`config.mk`:
```
export PLATFORM = sky130hd
export DESIGN_NAME = alcc_conv_control
export DESIGN_NICKNAME = d
export VERILOG_FILES = /design/src/verilog/alcc_pkg.sv /design/src/verilog/alcc_clock_gen.sv /design/src/verilog/alcc_conv_control.sv
export SDC_FILE = /design/constraint.sdc
export NUM_CORES = 1
export LEC_CHECK = 0
export ABC_AREA = 1
export BUFFER_PORTS_ARGS = -buffer_cell sky130_fd_sc_hd__buf_2
export CAP_MARGIN = 30
export CORE_UTILIZATION = 30
export DETAILED_ROUTE_END_ITERATION = 12
export HOLD_SLACK_MARGIN = 0.15
export SLEW_MARGIN = 20
export SYNTH_ARGS = -nofsm -noshare
export SYNTH_HDL_FRONTEND = slang
export SYNTH_HIERARCHICAL = 1
export SYNTH_SLANG_ARGS = --single-unit
```
`constraint.sdc`:
```
create_clock -name clk_sys -period 2.91 [get_ports clk_sys]
set_input_delay 0.1455 -clock clk_sys [delete_from_list [all_inputs] [get_ports clk_sys]]
set_output_delay 0.1455 -clock clk_sys [all_outputs]
set_load 0.02 [all_outputs]
```
`src/verilog/alcc_pkg.sv`:
```
package alcc_pkg;
    // Byte addresses of the registers on the bus
    localparam logic [7:0] ADDR_CHAN_A = 8'h00;
    localparam logic [7:0] ADDR_CONFIG_ONE = 8'h04;
    localparam logic [7:0] ADDR_STATUS_TWO = 8'h08;
    localparam logic [7:0] ADDR_STATUS_THREE = 8'h0c;
    localparam logic [7:0] ADDR_RESULT_A = 8'h10;
    localparam logic [7:0] ADDR_CMP_ONE = 8'h14;
    localparam logic [7:0] ADDR_CMP_TWO = 8'h18;
    // Field positions
    localparam int CC_CONV_COMPLETE_FLAG_BIT = 7;
    localparam int CC_IRQ_EN_BIT = 6;
    localparam int CC_CH_LSB = 0;
    localparam int CFG_LOW_POWER_BIT = 7;
    localparam int CFG_DIV_LSB = 5;
    localparam int CFG_LONG_SAMPLE_BIT = 4;
    localparam int CFG_MODE_LSB = 2;
    localparam int CFG_CLK_LSB = 0;
    localparam int SC2_ACTIVE_BIT = 7;
    localparam int SC2_TRIG_BIT = 6;
    localparam int SC2_CMP_EN_BIT = 5;
    localparam int SC2_CMP_GT_BIT = 4;
    localparam int SC2_RANGE_BIT = 3;
    localparam int SC2_REF_LSB = 0;
    localparam int SC3_CONT_BIT = 3;
    localparam int SC3_AVG_EN_BIT = 2;
    localparam int SC3_AVG_SEL_LSB = 0;
    localparam logic [7:0] SC2_WRITE_MASK = 8'h7b;
    localparam logic [7:0] SC3_WRITE_MASK = 8'h0f;
    // Reset values
    localparam logic [7:0] RST_CHAN_A = 8'h00;
    localparam logic [7:0] RST_CONFIG_ONE = 8'h00;
    localparam logic [7:0] RST_STATUS_TWO = 8'h00;
    localparam logic [7:0] RST_STATUS_THREE = 8'h00;
    localparam logic [11:0] RST_DATA = 12'h000;
    // Conversion timing in conversion clock ticks
    localparam int SHORT_SAMPLE_TICKS = 4;
    localparam int LONG_SAMPLE_TICKS = 20;
    localparam int MAX_SAMPLE_TICKS = 40;
    // Encodings
    localparam logic [1:0] CLK_BUS = 2'b00;
    localparam logic [1:0] CLK_BUS_HALF = 2'b01;
    localparam logic [1:0] CLK_ALT = 2'b10;
    localparam logic [1:0] CLK_ASYNC = 2'b11;
    localparam logic [1:0] RES_8 = 2'b00;
    localparam logic [1:0] RES_12 = 2'b01;
    localparam logic [1:0] RES_10 = 2'b10;

    typedef enum logic [1:0] {
        ST_IDLE = 2'b00,
        ST_RUN = 2'b01,
        ST_DONE = 2'b10
    } alcc_state_t;

    function automatic logic [3:0] alcc_res_bits(input logic [1:0] mode);
        case (mode)
            RES_8: alcc_res_bits = 4'd8;
            RES_10: alcc_res_bits = 4'd10;
            default: alcc_res_bits = 4'd12;
        endcase
    endfunction : alcc_res_bits

    function automatic logic [4:0] alcc_avg_last(input logic [1:0] sel);
        case (sel)
            2'b00: alcc_avg_last = 5'd3;
            2'b01: alcc_avg_last = 5'd7;
            2'b10: alcc_avg_last = 5'd15;
            default: alcc_avg_last = 5'd31;
        endcase
    endfunction : alcc_avg_last

    function automatic logic alcc_cmp_true(input logic [11:0] v, input logic [11:0] c1, input logic [11:0] c2,
                                           input logic gt, input logic range);
        if (!range)
            alcc_cmp_true = gt ? (v >= c1) : (v < c1);
        else if (c1 <= c2)
            alcc_cmp_true = gt ? (v >= c1 && v <= c2) : (v < c1 || v > c2);
        else
            alcc_cmp_true = gt ? (v >= c1 || v <= c2) : (v < c1 && v > c2);
    endfunction : alcc_cmp_true
endpackage : alcc_pkg

```
`src/verilog/alcc_clock_gen.sv`:
```
`timescale 1ns/1ps
module alcc_clock_gen (
    // Clock and reset
    input logic clk_sys,
    input logic resetn,
    // Selection
    input logic [1:0] input_clock_select,
    input logic [1:0] clock_divide_select,
    input logic run_enable,
    // Foreign clock pins
    input logic async_conv_clock,
    input logic alternate_clock,
    // Conversion clock tick
    output logic conv_tick
);
    import alcc_pkg::*;

    logic [2:0] alt_sync;
    logic [2:0] async_sync;
    logic alt_stable;
    logic alt_prev;
    logic async_stable;
    logic async_prev;
    logic half_phase;
    logic [2:0] div_cnt;
    logic src_tick;

    // Foreign clocks are sampled; a level counts once two stages agree
    always_ff @(posedge clk_sys or negedge resetn)
    begin
        if (!resetn)
        begin
            alt_sync <= 3'h0;
            async_sync <= 3'h0;
            alt_stable <= 1'b0;
            async_stable <= 1'b0;
            alt_prev <= 1'b0;
            async_prev <= 1'b0;
        end
        else
        begin
            alt_sync <= {alt_sync[1:0], alternate_clock};
            async_sync <= {async_sync[1:0], async_conv_clock};
            if (alt_sync[2] == alt_sync[1])
                alt_stable <= alt_sync[1];
            if (async_sync[2] == async_sync[1])
                async_stable <= async_sync[1];
            alt_prev <= alt_stable;
            async_prev <= async_stable;
        end
    end

    always_ff @(posedge clk_sys or negedge resetn)
    begin
        if (!resetn)
            half_phase <= 1'b0;
        else
            half_phase <= ~half_phase;
    end

    // In Normal Stop only the async source keeps ticking; run_enable drops for the others
    always_comb
    begin
        case (input_clock_select)
            CLK_BUS: src_tick = 1'b1;
            CLK_BUS_HALF: src_tick = half_phase;
            CLK_ALT: src_tick = alt_stable & ~alt_prev;
            default: src_tick = async_stable & ~async_prev;
        endcase
    end

    // Divide by 1, 2, 4 or 8
    always_ff @(posedge clk_sys or negedge resetn)
    begin
        if (!resetn)
            div_cnt <= 3'h0;
        else if (!run_enable)
            div_cnt <= 3'h0;
        else if (src_tick)
            div_cnt <= div_cnt + 3'h1;
    end

    always_comb
    begin
        case (clock_divide_select)
            2'b00: conv_tick = run_enable & src_tick;
            2'b01: conv_tick = run_enable & src_tick & div_cnt[0];
            2'b10: conv_tick = run_enable & src_tick & (div_cnt[1:0] == 2'b11);
            default: conv_tick = run_enable & src_tick & (div_cnt == 3'b111);
        endcase
    end
endmodule : alcc_clock_gen

```
`src/verilog/alcc_conv_control.sv`:
```
// The Wishbone slave port and the register addresses were left to the implementer.
`timescale 1ns/1ps
module alcc_conv_control #(
    parameter int SHORT_SAMPLE = alcc_pkg::SHORT_SAMPLE_TICKS,
    parameter int LONG_SAMPLE = alcc_pkg::LONG_SAMPLE_TICKS
) (
    // Clock and reset
    input logic clk_sys,
    input logic resetn,
    // Wishbone slave
    input logic wb_cyc_i,
    input logic wb_stb_i,
    input logic wb_we_i,
    input logic [7:0] wb_adr_i,
    input logic [3:0] wb_sel_i,
    input logic [31:0] wb_dat_i,
    output logic [31:0] wb_dat_o,
    output logic wb_ack_o,
    // Power mode from the power controller
    input logic wait_mode,
    input logic normal_stop,
    input logic low_power_stop,
    // Trigger and foreign clock pins
    input logic hw_trigger,
    input logic async_conv_clock,
    input logic alternate_clock,
    // Analog front end
    input logic [11:0] analog_data,
    output logic sample_hold,
    output logic [4:0] analog_channel,
    output logic [1:0] analog_ref_select,
    output logic analog_low_power,
    // Status
    output logic conv_active,
    output logic conv_irq
);
    import alcc_pkg::*;

    if (SHORT_SAMPLE < 1 || LONG_SAMPLE < SHORT_SAMPLE || LONG_SAMPLE > MAX_SAMPLE_TICKS)
    begin : g_check
        $error("alcc_conv_control: sample lengths out of range");
    end

    logic [7:0] converter_config_one;
    logic [7:0] sc2;
    logic [7:0] sc3;
    logic irq_en;
    logic [4:0] channel;
    logic conv_complete_flag;
    logic [11:0] result;
    logic [11:0] cv1;
    logic [11:0] cv2;
    alcc_state_t state;
    logic [5:0] tick_cnt;
    logic [4:0] avg_idx;
    logic [16:0] acc;
    logic [11:0] final_val;
    logic stop_lock;
    logic [2:0] trig_sync;
    logic trig_stable;
    logic trig_prev;
    logic [31:0] read_mux;
    logic conv_tick;

    logic bus_req;
    logic bus_commit;
    logic wr;
    logic wr_chan;
    logic rd_result;
    logic hw_edge;
    logic async_sel;
    logic stop_abort;
    logic trig_hw;
    logic cmp_en;
    logic avg_en;
    logic cont;
    logic avg_last;
    logic [5:0] sample_len;
    logic [5:0] conv_len;
    logic conv_end;
    logic [11:0] sample_val;
    logic [16:0] sum;
    logic [16:0] avg_out;
    logic pass;
    logic start_sw;
    logic start_hw;
    logic conv_complete_flag_set;

    // A bus access takes effect at the edge where ack is seen high
    assign bus_req = wb_cyc_i & wb_stb_i;
    assign bus_commit = bus_req & wb_ack_o;
    assign wr = bus_commit & wb_we_i & wb_sel_i[0];
    assign wr_chan = wr && (wb_adr_i == ADDR_CHAN_A);
    assign rd_result = bus_commit && !wb_we_i && (wb_adr_i == ADDR_RESULT_A);

    assign async_sel = converter_config_one[CFG_CLK_LSB +: 2] == CLK_ASYNC;
    assign stop_abort = normal_stop & ~async_sel;
    assign trig_hw = sc2[SC2_TRIG_BIT];
    assign cmp_en = sc2[SC2_CMP_EN_BIT];
    assign avg_en = sc3[SC3_AVG_EN_BIT];
    assign cont = sc3[SC3_CONT_BIT];
    assign avg_last = avg_idx == alcc_avg_last(sc3[SC3_AVG_SEL_LSB +: 2]);
    assign sample_len = converter_config_one[CFG_LONG_SAMPLE_BIT] ? 6'(LONG_SAMPLE) : 6'(SHORT_SAMPLE);
    assign conv_len = 6'(sample_len + {2'b00, alcc_res_bits(converter_config_one[CFG_MODE_LSB +: 2])} + 6'd1);
    assign conv_end = (state == ST_RUN) && conv_tick && (tick_cnt == conv_len - 6'd1);
    assign sample_val = analog_data >> (4'd12 - alcc_res_bits(converter_config_one[CFG_MODE_LSB +: 2]));
    assign sum = acc + {5'b00000, sample_val};
    assign avg_out = sum >> (3'd2 + {1'b0, sc3[SC3_AVG_SEL_LSB +: 2]});
    assign pass = !cmp_en || alcc_cmp_true(final_val, cv1, cv2, sc2[SC2_CMP_GT_BIT], sc2[SC2_RANGE_BIT]);
    assign start_sw = wr_chan & ~trig_hw;
    assign start_hw = hw_edge & trig_hw;
    assign conv_complete_flag_set = (state == ST_DONE) && pass && !low_power_stop;

    // Trigger pin passes three stages
    always_ff @(posedge clk_sys or negedge resetn)
    begin
        if (!resetn)
        begin
            trig_sync <= 3'h0;
            trig_stable <= 1'b0;
            trig_prev <= 1'b0;
        end
        else
        begin
            trig_sync <= {trig_sync[1:0], hw_trigger};
            if (trig_sync[2] == trig_sync[1])
                trig_stable <= trig_sync[1];
            trig_prev <= trig_stable;
        end
    end
    assign hw_edge = trig_stable & ~trig_prev;

    alcc_clock_gen alcc_clock_gen_inst (
        .clk_sys(clk_sys),
        .resetn(resetn),
        .input_clock_select(converter_config_one[CFG_CLK_LSB +: 2]),
        .clock_divide_select(converter_config_one[CFG_DIV_LSB +: 2]),
        .run_enable((state == ST_RUN) && !stop_abort),
        .async_conv_clock(async_conv_clock),
        .alternate_clock(alternate_clock),
        .conv_tick(conv_tick)
    );

    // Sequencer; Wait mode has no effect on it, only stop modes do
    always_ff @(posedge clk_sys or negedge resetn)
    begin
        if (!resetn)
            state <= ST_IDLE;
        else if (low_power_stop)
            state <= ST_IDLE;
        else if (stop_abort)
            state <= ST_IDLE;
        else if (wr_chan)
            state <= trig_hw ? ST_IDLE : ST_RUN;
        else
        begin
            case (state)
                ST_IDLE:
                    if (start_hw)
                        state <= ST_RUN;
                ST_RUN:
                    if (conv_end && (!avg_en || avg_last))
                        state <= ST_DONE;
                ST_DONE:
                    if (cont || start_hw)
                        state <= ST_RUN;
                    else
                        state <= ST_IDLE;
                default:
                    state <= ST_IDLE;
            endcase
        end
    end

    // Tick counter and averaging accumulator
    always_ff @(posedge clk_sys or negedge resetn)
    begin
        if (!resetn)
        begin
            tick_cnt <= 6'h00;
            avg_idx <= 5'h00;
            acc <= 17'h00000;
            final_val <= RST_DATA;
        end
        else if (low_power_stop)
        begin
            tick_cnt <= 6'h00;
            avg_idx <= 5'h00;
            acc <= 17'h00000;
            final_val <= RST_DATA;
        end
        else
        begin
            if (state != ST_RUN || wr_chan || conv_end)
                tick_cnt <= 6'h00;
            else if (conv_tick)
                tick_cnt <= tick_cnt + 6'h01;
            if (state != ST_RUN || wr_chan)
            begin
                avg_idx <= 5'h00;
                acc <= 17'h00000;
            end
            else if (conv_end && avg_en && !avg_last)
            begin
                avg_idx <= avg_idx + 5'h01;
                acc <= sum;
            end
            if (conv_end)
                final_val <= avg_en ? avg_out[11:0] : sample_val;
        end
    end

    // Completion flag, result and stop hold; a set wins over a clear
    always_ff @(posedge clk_sys or negedge resetn)
    begin
        if (!resetn)
        begin
            conv_complete_flag <= 1'b0;
            result <= RST_DATA;
            stop_lock <= 1'b0;
        end
        else if (low_power_stop)
        begin
            conv_complete_flag <= 1'b0;
            result <= RST_DATA;
            stop_lock <= 1'b0;
        end
        else
        begin
            if (conv_complete_flag_set)
                conv_complete_flag <= 1'b1;
            else if (wr_chan || rd_result)
                conv_complete_flag <= 1'b0;
            if (conv_complete_flag_set && !stop_lock)
                result <= final_val;
            if (!normal_stop)
                stop_lock <= 1'b0;
            else if (conv_complete_flag_set && irq_en)
                stop_lock <= 1'b1;
        end
    end

    // Software registers; power modes other than Low-Power Stop leave them alone
    always_ff @(posedge clk_sys or negedge resetn)
    begin
        if (!resetn)
        begin
            converter_config_one <= RST_CONFIG_ONE;
            sc2 <= RST_STATUS_TWO;
            sc3 <= RST_STATUS_THREE;
            irq_en <= RST_CHAN_A[CC_IRQ_EN_BIT];
            channel <= RST_CHAN_A[CC_CH_LSB +: 5];
            cv1 <= RST_DATA;
            cv2 <= RST_DATA;
        end
        else if (low_power_stop)
        begin
            converter_config_one <= RST_CONFIG_ONE;
            sc2 <= RST_STATUS_TWO;
            sc3 <= RST_STATUS_THREE;
            irq_en <= RST_CHAN_A[CC_IRQ_EN_BIT];
            channel <= RST_CHAN_A[CC_CH_LSB +: 5];
            cv1 <= RST_DATA;
            cv2 <= RST_DATA;
        end
        else if (wr)
        begin
            case (wb_adr_i)
                ADDR_CHAN_A:
                begin
                    irq_en <= wb_dat_i[CC_IRQ_EN_BIT];
                    channel <= wb_dat_i[CC_CH_LSB +: 5];
                end
                ADDR_CONFIG_ONE: converter_config_one <= wb_dat_i[7:0];
                ADDR_STATUS_TWO: sc2 <= wb_dat_i[7:0] & SC2_WRITE_MASK;
                ADDR_STATUS_THREE: sc3 <= wb_dat_i[7:0] & SC3_WRITE_MASK;
                ADDR_CMP_ONE: cv1 <= wb_dat_i[11:0];
                ADDR_CMP_TWO: cv2 <= wb_dat_i[11:0];
                default: converter_config_one <= converter_config_one;
            endcase
        end
    end

    always_comb
    begin
        case (wb_adr_i)
            ADDR_CHAN_A: read_mux = {24'h000000, conv_complete_flag, irq_en, 1'b0, channel};
            ADDR_CONFIG_ONE: read_mux = {24'h000000, converter_config_one};
            ADDR_STATUS_TWO: read_mux = {24'h000000, conv_active, sc2[6:0]};
            ADDR_STATUS_THREE: read_mux = {24'h000000, sc3};
            ADDR_RESULT_A: read_mux = {20'h00000, result};
            ADDR_CMP_ONE: read_mux = {20'h00000, cv1};
            ADDR_CMP_TWO: read_mux = {20'h00000, cv2};
            default: read_mux = 32'h00000000;
        endcase
    end

    always_ff @(posedge clk_sys or negedge resetn)
    begin
        if (!resetn)
        begin
            wb_ack_o <= 1'b0;
            wb_dat_o <= 32'h00000000;
        end
        else
        begin
            wb_ack_o <= bus_req & ~wb_ack_o;
            if (bus_req && !wb_ack_o)
                wb_dat_o <= read_mux;
        end
    end

    assign conv_active = state != ST_IDLE;
    assign conv_irq = conv_complete_flag & irq_en;
    assign sample_hold = (state == ST_RUN) && (tick_cnt < sample_len);
    assign analog_channel = channel;
    assign analog_ref_select = sc2[SC2_REF_LSB +: 2];
    assign analog_low_power = converter_config_one[CFG_LOW_POWER_BIT];
endmodule : alcc_conv_control

```
* After elaboration in Yosys (flattened, before gate mapping)
Index checks and enable logic that the tools add are counted.
** Storage, ports and cells
- Bits in registers :: 161
- Bits of input ports :: 67
- Logic and storage cells :: 215
** Operators by class
- $add $sub $neg :: 9
- Order comparisons :: 6
- Eq/ne operators :: 28
- Shift operators :: 2
- Mux-type cells :: 62
- Bitwise gates (word level) :: 21
- Reductions and logical operators :: 59
** Operators with widths (count)
- 2-to-1 mux 12 bit :: 11
- one-hot mux 12 bit (7 select lines) :: 1
- 2-to-1 mux 17 bit :: 3
- 2-to-1 mux 8 bit :: 6
- 2-to-1 mux 5 bit :: 7
- == test 8 x 5 -> 1 bit, second input constant :: 3
- <= comparator 12 bit :: 2
- 2-to-1 mux 7 bit :: 3
- nonzero test 2 bit :: 10
- 2-to-1 mux 6 bit :: 3
- adder 17 x 12 -> 17 bit :: 1
- logical AND 1 bit :: 17
- right shift 17 x 3 -> 12 bit :: 1
- == test 8 x 4 -> 1 bit, second input constant :: 2
- 2-to-1 mux 1 bit :: 16
- bitwise AND 1 bit :: 15
- one-hot mux 5 bit (3 select lines) :: 1
- == test 2 bit, second input constant :: 7
- AND reduction 2 bit :: 7
- adder 6 x 1 -> 6 bit, second input constant :: 2
- >= comparator 12 bit :: 1
- greater-than comparator 12 bit :: 1
- less-than comparator 12 bit :: 1
- right shift 12 x 4 -> 12 bit :: 1
- other kinds (28) :: 65

* Depth between registers and ports, before layout
Gate-level depths: netlist of the first run.
- Depth after elaboration :: 16
- Depth in mapped cells :: 25
- Mapped depth without buffers :: 25

* By module
Netlist of the first run, hierarchy kept.
** By module, submodules not included
- alcc_conv_control :: times used 1, cells an instance 1105, area an instance 8042.7 um^2, sequential area each 3052.9 um^2
- alcc_clock_gen :: times used 1, cells an instance 54, area an instance 589.3 um^2, sequential area each 350.3 um^2

* Worst setup path after synthesis of the first run
No wires, ideal clock.
- Kind :: reg2reg
- Start point :: register converter_config_one[2]
- End point :: register final_val[10]
- Arrival :: 2.900 ns
- Required time :: 2.794 ns
- Path slack :: -0.106 ns
- Stages on the path, launching flop included :: 23
- Period minus slack after synthesis :: 3.016 ns
- Cells stage by stage :: dfrtp_1 -> buf_4 -> inv_2 -> clkbuf_1 -> o22ai_1 -> a21oi_1 -> ha_1 -> inv_1 -> fa_1 -> o21ai_0 -> nand3_1 -> o21ai_2 -> nand2_1 -> nand3_1 -> nand2_1 -> nand2_1 -> nand2_1 -> nand2_1 -> inv_1 -> nand2_1 -> nand2_1 -> nand2_1 -> nand2_1
** On the way
- Cells in the longest elaborated chain, start to end :: 9
- Elaborated cells on any way between the ends :: 16
** Ends and longest elaborated chain
- start: declaration :: RTL line alcc_conv_control.sv:44 : logic [7:0] converter_config_one;
- start signal: assignment :: RTL line alcc_conv_control.sv:274 : ADDR_CONFIG_ONE: converter_config_one <= wb_dat_i[7:0];
- start signal: assignment :: RTL line alcc_conv_control.sv:279 : default: converter_config_one <= converter_config_one;
- == test 2 bit / logical NOT 2 bit (equally long branches) :: RTL line alcc_pkg.sv:56 : case (mode)
- one-hot mux 3 bit (2 select lines) * :: RTL line alcc_pkg.sv:56
- subtractor 4 bit :: RTL line alcc_conv_control.sv:106 : assign sample_val = analog_data >> (4'd12 - alcc_res_bits(converter_config_one[CFG_MODE_LSB +: 2]));
- right shift 12 x 4 -> 12 bit :: RTL line alcc_conv_control.sv:106
- adder 17 x 12 -> 17 bit :: RTL line alcc_conv_control.sv:107 : assign sum = acc + {5'b00000, sample_val};
- right shift 17 x 3 -> 12 bit :: RTL line alcc_conv_control.sv:108 : assign avg_out = sum >> (3'd2 + {1'b0, sc3[SC3_AVG_SEL_LSB +: 2]});
- 2-to-1 mux 12 bit :: RTL line alcc_conv_control.sv:209 : final_val <= avg_en ? avg_out[11:0] : sample_val;
- 2-to-1 mux 12 bit :: RTL line alcc_conv_control.sv:208 : if (conv_end)
- 2-to-1 mux 12 bit :: RTL line alcc_conv_control.sv:185 : else if (low_power_stop)
- end signal: assignment :: RTL line alcc_conv_control.sv:209
- end: declaration :: RTL line alcc_conv_control.sv:57 : logic [11:0] final_val;
Mark *: on every way between the ends. The rest lies on a longest branch, timed or not. The select of a mux whose other input is x is not followed.
A chain may end at the register's enable or synchronous reset.

* Worst setup path in the final report of the first run
- Start point :: register converter_config_one[2]
- End point :: register final_val[11]
Same word-level chain as after synthesis.

==> results of run 1 <==
cells by family after synthesis:
group,after synthesis,share of synthesized area (%)
other,1,0.0434
adders and majority gates,59,8.55
xor gates and xnor gates,12,1.30
AOI/OAI and AO/OA,196,12.9
buffers and inverters,188,9.35
and+or+nand+nor,567,28.5
DFF,136,39.4
power breakdown:
group          total [mW]  internal [mW]  switching, mW
Combinational       0.886          0.328          0.558
Sequential           2.03           1.96         0.0615
Clock                2.28           1.38          0.897
worst max-delay path by stage:
stage | from | to | slack (ns) | cells past startpoint
CTS | converter_config_one[2]$_DFFE_PN0P_ | final_val[10]$_DFFE_PN0P_ | 0.007 | 20
finish | converter_config_one[2]$_DFFE_PN0P_ | final_val[11]$_DFFE_PN0P_ | 0.11 | 22
global placement | converter_config_one[2]$_DFFE_PN0P_ | final_val[10]$_DFFE_PN0P_ | -0.02 | 23
global route | converter_config_one[2]$_DFFE_PN0P_ | final_val[8]$_DFFE_PN0P_ | -0.11 | 21
floorplan | converter_config_one[2]$_DFFE_PN0P_ | final_val[10]$_DFFE_PN0P_ | 0.09 | 22
detailed placement | converter_config_one[2]$_DFFE_PN0P_ | final_val[8]$_DFFE_PN0P_ | -0.1 | 20
area by class of cell:
class | count | area (µm²) | area share (%)
inverter | 138 | 529 | 4.87
sequential | 136 | 3400 | 31.3
multi-input combinational | 854 | 4750 | 43.8
clock inverter | 12 | 164 | 1.51
timing repair buffer | 155 | 1090 | 10.1
tap | 378 | 473 | 4.35
clock buffer | 20 | 447 | 4.11
sequential cells by signal (all words and copies together) (netlist names), 2 cells and up:
register and cells:
acc 17, alcc_clock_gen_inst/alt_sync 3, alcc_clock_gen_inst/async_sync 3, alcc_clock_gen_inst/div_cnt 3
analog_channel 5, avg_idx 5, converter_config_one 8, cv1 12
cv2 12, final_val 12, result 12, sc2 6
sc3 4, state 2, tick_cnt 6, trig_sync 3
wb_dat_o 12
placed cells by master (no fill, tap or decap), types with 5 or more instances in the layout:
| cell type | Yosys | routed |
|---|---|---|
| nand4_1 | 25 | 25 |
| dlygate4sd3_1 | 0 | 16 |
| a211oi_1 | 6 | 6 |
| nand2_1 | 319 | 302 |
| o21ai_0 | 82 | 79 |
| nand3_2 | 5 | 16 |
| a21oi_1 | 50 | 46 |
| nor3_1 | 11 | 10 |
| clkbuf_16 | 0 | 17 |
| o21ai_1 | 5 | 7 |
| nor2_1 | 82 | 79 |
| nand3b_1 | 5 | 5 |
| nand3_1 | 91 | 80 |
| dfrtp_1 | 136 | 135 |
| o22ai_1 | 25 | 23 |
| o2111ai_1 | 5 | 5 |
| inv_1 | 129 | 125 |
| inv_2 | 6 | 8 |
| and2_1 | 5 | 5 |
| conb_1 | 1 | 20 |
| o21a_1 | 5 | 5 |
| buf_4 | 24 | 66 |
| xor2_1 | 6 | 6 |
| buf_2 | 3 | 65 |
| nand2_2 | 10 | 26 |
| ha_1 | 55 | 51 |
metrics by stage:
stage | setup TNS, ns | power, mW
after floorplan | 0 | 2.55
after global placement | -0.0276 | 2.85
after detailed placement | -0.534 | 2.86
after CTS | 0 | 5.16
after global routing | -0.682 | 5.42
final | 0 | 5.19
worst max-delay path, stage by stage (launching register included):
cell and delay, ns:
dfrtp_2 0.45, buf_12 0.16, nor2_4 0.16, inv_2 0.08
o22ai_4 0.15, nor2_1 0.06, ha_1 0.35, a21oi_2 0.20
o21ai_2 0.09, nand3_2 0.11, nand2_2 0.07, nand3_2 0.08
nand2_4 0.07, nand2_1 0.10, nand2_1 0.06, nand2_1 0.07
nand3_1 0.09, nand2_1 0.08, inv_1 0.04, nand2_1 0.06
nand2_1 0.05, nand2_1 0.06, nand2_1 0.04
cells in the mapped netlist, types with 6 or more instances:
cell type	number	share of area, %
o21ai_0	82	4.8
nand3_1	91	5.3
nand2_1	319	14
nor2_1	82	3.6
inv_2	6	0.26
buf_4	24	2.1
clkbuf_1	20	0.87
a21oi_1	50	2.9
nand2_2	10	0.72
o22ai_1	25	1.8
dfrtp_1	136	39
a211oi_1	6	0.52
inv_1	129	5.6
nand4_1	25	1.8
xor2_1	6	0.61
ha_1	55	8.0
nor3_1	11	0.64
layer usage:
metal	wire, µm	GRT usage [%]	up-vias
li1	-	-	4091
met1	11500	23.5	3867
met2	11300	28.4	241
met3	1490	3.18	28
met4	352	5.09	0
met5	0	0	-
what timing repair did:
item | CTS | global route
hold endpoints to repair | 161 | 0
hold buffers | 16 | 0
pin swaps | 0 | 24
resized for setup | 4 | 66
setup endpoints to repair | 12 | 48
setup buffers | 0 | 10
==> impl_metrics.tcl, run 1 <==
set metrics [dict create \
    grt_usage_pct 17.5 \
    ir_drop_v 0.000332 \
    fmax_mhz 357 \
    instances_no_fill 1693 \
    grt_max_degree 105 \
    via_per_inst 4.86 \
    rsz0062_at_grt "true" \
    grt_pass1_wl_mm 40.0 \
    vias 8227 \
    dp_slack_ns -0.0993 \
    synth_area_um2 8630 \
    synth-seq-cells 136 \
    place_hpwl_mm 18.4 \
    synth_edf_count 0 \
    cts_max_path_buffers 2 \
    cts_root_buffer "clkbuf_16" \
    hp-class "in -> reg" \
    yosysWarningCount 6 \
    tightest_slew_ns 0.595 \
    cts.sinks 136 \
    grt_pass1_vias 7814 \
    num-fill-cells 2891 \
    dpl.cell_count 1633 \
    powerDensity_nw_per_um2 478 \
    holdPathEnd "cv1[4]$_DFFE_PN0P_" \
    design.final.nets 1425 \
    synthCells 1159 \
    hold_depth 3 \
    p_leak_nw 5.33 \
    ff2ff_path_depth 22 \
    relSlewSlack_pct 60.3 \
    timing.hold.ws_ns 0.154 \
    design.die.area_um2 29500 \
    drtPass1Iterations 5 \
    syn_area_per_cell_um2 7.45 \
    dpl-instance-area_um2 9720 \
    start_kind "flop" \
    cts_made_buffers 17 \
    fin_worst_skew_ns 0.0129 \
    setup_viol 0 \
    worstSkewPairLatency_ns 0.43 \
    gp_congestion 0.904 \
    die_x_um 172 \
    routed_wl_mm 24.7 \
    die_height_um 172 \
    hold_start "wb_dat_i[4]" \
    ios 111 \
    drive_gt1_share_pct 19.3 \
    end_kind "flop" \
    clkTransAtPathRegs_ns 0.07 \
    yosysSeqAreaShare_pct 39.4 \
    cap_viol_max_count 0 \
    drc_errors 0 \
    fin_ws_ns 0.108 \
    first_iter_violations 558 \
    fin_crit_ns 2.80 \
    fin_util_pct 38.8 \
    overflow 0 \
    reg2reg_to "final_val[11]$_DFFE_PN0P_" \
    final_hold_viol_count 0 \
    portBuffers 66 \
    diodes 0 \
    status "complete, no violations" \
    reg2reg_slack_ns 0.11 \
    stdcell_area_um2 10900 \
    wl_per_cell_um 14.6 \
    r2r_start "converter_config_one[2]$_DFFE_PN0P_" \
    slew_violations 0 \
    area_growth_pct 25.9 \
    cts_tree "yes" \
    synth_cell_types 49 \
    antenna_left 0 \
    fin_crit_sh_pct 96.3 \
    core_um2 28000 \
    critPathMaxFanout 6 \
    rows 61 \
    ys.flop_type "dfrtp_1" \
    grt_antenna_before_repair 0 \
    critPathRequiredTime_ns 3.23 \
    worstSetupPathType "reg -> reg" \
    htree_num_levels 4 \
    arrival_ns 3.12 \
    async_flop_share_pct 100 \
    initial_core_util_pct 30.8 \
]
No activity file was read; power rests on OpenSTA's default activity.
==> run 2, diff against run 1 <==
--- a/config.mk
+++ b/config.mk
@@ -9,6 +9,7 @@
 export BUFFER_PORTS_ARGS = -buffer_cell sky130_fd_sc_hd__buf_2
 export CAP_MARGIN = 30
 export CORE_UTILIZATION = 30
+export CTS_BUF_LIST = sky130_fd_sc_hd__clkbuf_16
 export DETAILED_ROUTE_END_ITERATION = 12
 export HOLD_SLACK_MARGIN = 0.15
 export SLEW_MARGIN = 20
==> run 2 against run 1 <==
  * Sequential cell count stayed put
  * Count of clock-buffer cells in the layout is 3 lower
  * Global-route usage stayed put
  * Combinational power hardly changed
  * Critical path depth stayed put
  * Non-clock buffer count stayed put
  * Critical endpoint unchanged
  * Clock skew is 0.0015 ns lower
  * Final cell count stayed put
  * Largest power group unchanged
  * Die area stayed put
  * Wire length is 0.12% lower
  * Sequential share of layout area hardly changed
==> impl_metrics.tcl, run 2 (synthesis gave the netlist of run 1 again) <==
set metrics [dict create \
    status "complete, no violations" \
    tightest_slew_ns 0.595 \
    total_power_mw 5.16 \
    cts_max_path_buffers 2 \
    cts_tree "yes" \
    grt_pass1_wl_mm 40.0 \
    cap_viol_max_count 0 \
    fin_crit_sh_pct 96.5 \
    ir_drop_v 0.000331 \
    fin_crit_ns 2.81 \
    drive_gt1_share_pct 19.2 \
    place_hpwl_mm 18.4 \
    most-common-layout-cells "302 x nand2_1, 135 x dfrtp_1, 127 x inv_1, 80 x nand3_1" \
    slew_violations 0 \
    ios 111 \
    timing.hold.ws_ns 0.154 \
    fin_worst_skew_ns 0.0114 \
    die_x_um 172 \
    portBuffers 66 \
    setup_viol 0 \
    grt_antenna_before_repair 0 \
    wl_per_cell_um 14.6 \
    drc_errors 0 \
    dpl-instance-area_um2 9720 \
    area_growth_pct 25.7 \
    grt_max_degree 105 \
    first_iter_violations 556 \
    hp-class "in -> reg" \
    instances_no_fill 1693 \
    grt_usage_pct 17.5 \
    final_common_cell "nand2_1" \
    core_um2 28000 \
    critPathMaxFanout 6 \
    rsz0062_at_grt "true" \
    drtPass1Iterations 5 \
    rows 61 \
    diodes 0 \
    top_register "acc" \
    worstSetupPathType "reg -> reg" \
    via_per_inst 4.87 \
    stdcell_area_um2 10900 \
    gp_congestion 0.904 \
    cts_made_buffers 17 \
    end_kind "flop" \
    arrival_ns 3.13 \
    largest_reg_flops 17 \
    die_height_um 172 \
    cts_root_buffer "clkbuf_16" \
    final_hold_viol_count 0 \
    routed_wl_mm 24.6 \
    vias 8237 \
    worstSkewPairLatency_ns 0.43 \
    design.die.area_um2 29500 \
    p_leak_nw 5.33 \
    powerDensity_nw_per_um2 475 \
    htree_num_levels 4 \
    initial_core_util_pct 30.8 \
    dpl.cell_count 1633 \
    grt_pass1_vias 7814 \
    antenna_left 0 \
    cts.sinks 136 \
    fmax_mhz 356 \
    relSlewSlack_pct 60.3 \
    clkTransAtPathRegs_ns 0.06 \
    start_kind "flop" \
    critPathRequiredTime_ns 3.23 \
    tns_ns 0 \
    design.final.nets 1425 \
    overflow 0 \
]
[run 2: changes by cell type in the layout (fill, tap and decap cells not counted), sizes merged]
| cell | before | now |
|---|---|---|
| clkbuf | 21 | 18 |
| inv | 138 | 140 |
| clkinv | 7 | 8 |
[run 2: through the flow]
step	worst slack, ns	util [%]
after global placement	-0.0199	34.7
final	0.101	38.8
after floorplan	0.0925	-
after global routing	-0.110	38.8
after CTS	0.00700	37.5
after detailed placement	-0.0993	34.7
[run 2: final cells by class]
cell class	instances	area, µm²
timing repair buffer	155	1090
multi-input combinational	854	4750
clock inverter	15	175
clock buffer	17	425
sequential	136	3400
inverter	138	529
tap	378	473
fill	2892	17200
[run 2: where the power goes]
part	switching (mW)	total [mW]	internal, mW
Sequential	0.0616	2.03	1.96
Clock	0.899	2.25	1.35
Combinational	0.557	0.885	0.328
Total	1.52	5.16	3.64
[run 2: path summary, 6_finish.rpt]
path	from	endpoint	slack, ns	cells past startpoint
max	converter_config_one[2]$_DFFE_PN0P_	final_val[11]$_DFFE_PN0P_	0.10	22
min	wb_dat_i[4]	cv1[4]$_DFFE_PN0P_	0.15	3
max reg2reg	converter_config_one[2]$_DFFE_PN0P_	final_val[11]$_DFFE_PN0P_	0.10	22
min reg2reg	alcc_clock_gen_inst/async_sync[0]$_DFF_PN0_	alcc_clock_gen_inst/async_sync[1]$_DFF_PN0_	0.35	0
max in group asynchronous	resetn	cv1[10]$_DFFE_PN0P_	1.85	3
min in group asynchronous	resetn	acc[12]$_DFFE_PN0P_	0.16	2
[run 2: what timing repair did]
action,CTS,global route
buffers inserted,0,10
hold buffers,16,0
resized for setup,4,66
setup endpoints to repair,12,48
pin swaps,0,24
hold endpoints to repair,161,0
[run 2: critical path, stage by stage, from the launching register on]
cell and delay [ns]:
dfrtp_2 0.45, buf_12 0.16, nor2_4 0.16, inv_2 0.08, o22ai_4 0.15, nor2_1 0.06
ha_1 0.35, a21oi_2 0.20, o21ai_2 0.09, nand3_2 0.11, nand2_2 0.07, nand3_2 0.08
nand2_4 0.07, nand2_1 0.10, nand2_1 0.06, nand2_1 0.07, nand3_1 0.09, nand2_1 0.08
inv_1 0.04, nand2_1 0.06, nand2_1 0.05, nand2_1 0.06, nand2_1 0.04
[run 2: layer usage]
layer,track usage [%],up-vias,share of wire [%]
met5,0,-,0
met4,5.09,0,1.3
met2,28.4,237,46
met1,23.5,3883,47
li1,-,4094,-
met3,3.18,23,5.7
==> run 3, diff against run 2 <==
--- a/config.mk
+++ b/config.mk
@@ -12,8 +12,8 @@
 export CTS_BUF_LIST = sky130_fd_sc_hd__clkbuf_16
 export DETAILED_ROUTE_END_ITERATION = 12
 export HOLD_SLACK_MARGIN = 0.15
+export RECOVER_POWER = 50
 export SLEW_MARGIN = 20
 export SYNTH_ARGS = -nofsm -noshare
 export SYNTH_HDL_FRONTEND = slang
-export SYNTH_HIERARCHICAL = 1
 export SYNTH_SLANG_ARGS = --single-unit
==> run 3 against run 2 <==
  * The run now ends with max-capacitance violations, max-slew violations left
  * Die area rose by 0.60%
  * Sequential cell count did not move
  * Setup slack improved by 0.036 ns
  * Final area fell by 2.7%
  * First-iteration DRC count fell by 0.18%
  * Critical path type unchanged
  * Largest power group is now registers
==> impl_metrics.tcl, run 3 <==
set metrics [dict create \
    status "complete, but fails checks" \
    violations "max-capacitance violations, max-slew violations" \
    design.die.area_um2 29600 \
    gp_congestion 0.894 \
    ff2ff_path_depth 17 \
    relSlewSlack_pct -25.2 \
    tightest_slew_ns 1.88 \
    clkTransAtPathRegs_ns 0.07 \
    drc_errors 0 \
    ir_drop_v 0.000394 \
    synth_commonest_cells "290 x nand2_1, 136 x dfrtp_1, 121 x inv_1, 87 x nand3_1, 87 x o21ai_0" \
    area_growth_pct 21.6 \
    cts.sinks 136 \
    final_common_cell "nand2_1" \
    grtUsageMet2_pct 27.4 \
    diodes 0 \
    powerDensity_nw_per_um2 465 \
    switchingPower_mw 1.53 \
    drtPass1Iterations 5 \
    end_kind "flop" \
    power_frac_comb_pct 18.2 \
    cts_root_buffer "clkbuf_16" \
    slew_violations 70 \
    hp-class "in -> reg" \
    instances_no_fill 1644 \
    yosysWarningCount 0 \
    grt_pass1_vias 7665 \
    synth_top_area_share_pct 39.2 \
    fin_worst_skew_ns 0.0147 \
    met3_usage_pct 3.20 \
    synth_area_um2 8680 \
    antenna_left 0 \
    crit_top_cell "nand2_1" \
    synthCells 1129 \
    synth_cell_types 55 \
    via_per_inst 4.93 \
    rsz0062_at_grt "true" \
    final_hold_viol_count 0 \
    grt_usage_pct 17.3 \
    cp_num_cells 17 \
    seqPwrFrac_pct 41.8 \
    yosysSeqAreaShare_pct 39.2 \
    place_hpwl_mm 18.7 \
    top_register "acc" \
    hold_depth 3 \
    p_leak_nw 5.08 \
    synth_edf_count 0 \
    largest_reg_flops 17 \
    intPower_mw 3.38 \
    wl_per_cell_um 15.3 \
    die_x_um 172 \
    most-common-layout-cells "281 x nand2_1, 136 x dfrtp_1, 122 x inv_1, 84 x o21ai_0, 83 x nand3_1" \
    design.final.nets 1376 \
    core_um2 28200 \
    syn_area_per_cell_um2 7.69 \
    cpLargestDelayFamily "simple AND/OR/NAND/NOR gates" \
    htree_num_levels 4 \
    cts_tree "yes" \
    grt_antenna_before_repair 0 \
    slowest_delay_ns 0.39 \
    grt_max_degree 70 \
    synth-seq-cells 136 \
    cts_made_buffers 17 \
    routed_wl_mm 25.1 \
    worstSkewPairLatency_ns 0.43 \
    ys.flop_type "dfrtp_1" \
    dpl.cell_count 1585 \
    overflow 0 \
    cts_max_path_buffers 2 \
    vias 8098 \
    worstSetupPathType "reg -> reg" \
    critPathBufInv 3 \
    crit_chain "inv_2, nand2_2, o22ai_1, a21oi_2, ha_2, inv_1, fa_2, o21ai_2, nand3_2, o21ai_2, buf_4, xnor2_2, nand2_1, nand3_1, nand3_1, nand2_1, nand2_1" \
    setup_viol 0 \
    rows 61 \
    first_iter_violations 555 \
    cp_slowest_cell "dfrtp_1" \
    cap_viol_max_count 1 \
    synth_area_leader_cell "dfrtp_1" \
    total_power_mw 4.91 \
    grt_pass1_wl_mm 39.8 \
    fin_crit_sh_pct 95.3 \
    pwr-share-clk_pct 40.0 \
    yosysMostFrequentCell "nand2_1" \
    critPathMaxFanout 4 \
    fin_ws_ns 0.137 \
    die_height_um 172 \
    initial_core_util_pct 30.8 \
    portBuffers 66 \
    grt.busiest_layer "met2" \
    dp_slack_ns 0.0173 \
    drive_gt1_share_pct 17.7 \
    arrival_ns 3.08 \
    synth.area.top_cells "dfrtp_1 39%, nand2_1 13%, ha_1 7.9%, inv_1 5.2%, nand3_1 5.0%" \
    grt_use_met1_pct 24.2 \
    ios 111 \
    swShare_pct 31.2 \
    async_flop_share_pct 100 \
    start_kind "flop" \
    fmax_mhz 361 \
    num-fill-cells 2942 \
    fin_crit_ns 2.77 \
    critPathRequiredTime_ns 3.22 \
]
run 3: cell count changes after synthesis, sizes merged, moves of 4 or more:
cell | previous run | this run
nor2 | 86 | 62
nand2 | 329 | 306
a21oi | 51 | 61
inv | 135 | 127
buf | 30 | 36
o22ai | 25 | 31
nand4 | 26 | 31
a211oi | 6 | 2
o21ai | 88 | 92
run 3: logic make-up (layout without fill, tap and decap cells):
family | count (synthesis) | after routing | synth area share [%]
and+or+nand+nor | 519 | 519 | 26.9
xor gates and xnor gates | 12 | 12 | 1.30
other | 1 | 20 | 0.0432
AOI/OAI and AO/OA | 218 | 218 | 14.5
buffers and inverters | 184 | 302 | 9.57
DFF | 136 | 136 | 39.2
adders and majority gates | 59 | 59 | 8.50
run 3: per-stage QoR:
| stage | hold slack (ns) | utilization (%) | TNS [ns] | area (µm²) |
|---|---|---|---|---|
| global placement | 0.213 | 34.0 | 0 | 9590 |
| global route | 0.167 | 37.5 | -0.0957 | 10600 |
| finish | 0.171 | 37.5 | 0 | 10600 |
| detailed placement | 0.221 | 34.0 | 0 | 9590 |
| CTS | 0.159 | 36.4 | 0 | 10300 |
| floorplan | -0.150 | - | 0 | 8760 |
run 3: power groups by stage:
| stage | clock network, mW | logic (mW) | registers [mW] |
|---|---|---|---|
| floorplan | 0 | 0.550 | 2.06 |
| CTS | 2.00 | 0.827 | 2.05 |
| detailed placement | 0 | 0.806 | 2.08 |
| global placement | 0 | 0.795 | 2.08 |
| finish | 1.97 | 0.895 | 2.05 |
| global route | 2.08 | 1.00 | 2.06 |
run 3: final cells by class:
cell class / count / area [µm²] / area share, %
Clock buffer: 17 / 425 / 4.03
Clock inverter: 15 / 101 / 0.959
Inverter: 130 / 488 / 4.62
Multi-Input combinational cell: 828 / 4750 / 45.0
Sequential cell: 136 / 3400 / 32.2
Tap cell: 378 / 473 / 4.48
Timing Repair Buffer: 140 / 918 / 8.69
run 3: path summary, 6_finish.rpt:
path / from / endpoint / slack [ns]
worst max-delay path: converter_config_one[2]$_DFFE_PN0P_ / final_val[4]$_DFFE_PN0P_ / 0.14
worst min-delay path: wb_dat_i[6] / sc2[6]$_DFFE_PN0P_ / 0.17
worst max register to register: converter_config_one[2]$_DFFE_PN0P_ / final_val[4]$_DFFE_PN0P_ / 0.14
worst min register to register: alcc_clock_gen_inst.async_sync[0]$_DFF_PN0_ / alcc_clock_gen_inst.async_sync[1]$_DFF_PN0_ / 0.34
max in group asynchronous: resetn / result[5]$_DFFE_PN0P_ / 0.46
min in group asynchronous: resetn / converter_config_one[3]$_DFFE_PN0P_ / 0.77
run 3: what timing repair did:
item / CTS / global route
hold buffers: 14 / 0
setup endpoints to repair: 1 / 14
hold endpoints to repair: 90 / 0
buffers inserted: 0 / 13
gates resized for setup: 1 / 55
pin swaps: 0 / 22
run 3: per-layer routing:
layer / wire length (µm) / share of wire (%) / vias up
met5: 0 / 0 / -
met4: 268 / 1.1 / 0
met3: 1300 / 5.2 / 22
met2: 11500 / 46 / 231
met1: 12100 / 48 / 3831
li1: - / - / 4014
run 3: worst register-to-register path: cells and delay by family, from the launching register on:
kind | cells | cell delay (ns)
compound gates | 4 | 0.61
buf+inv | 3 | 0.27
flops | 1 | 0.39
xor+xnor | 1 | 0.15
simple gates | 7 | 0.66
fa+ha+maj | 2 | 0.56
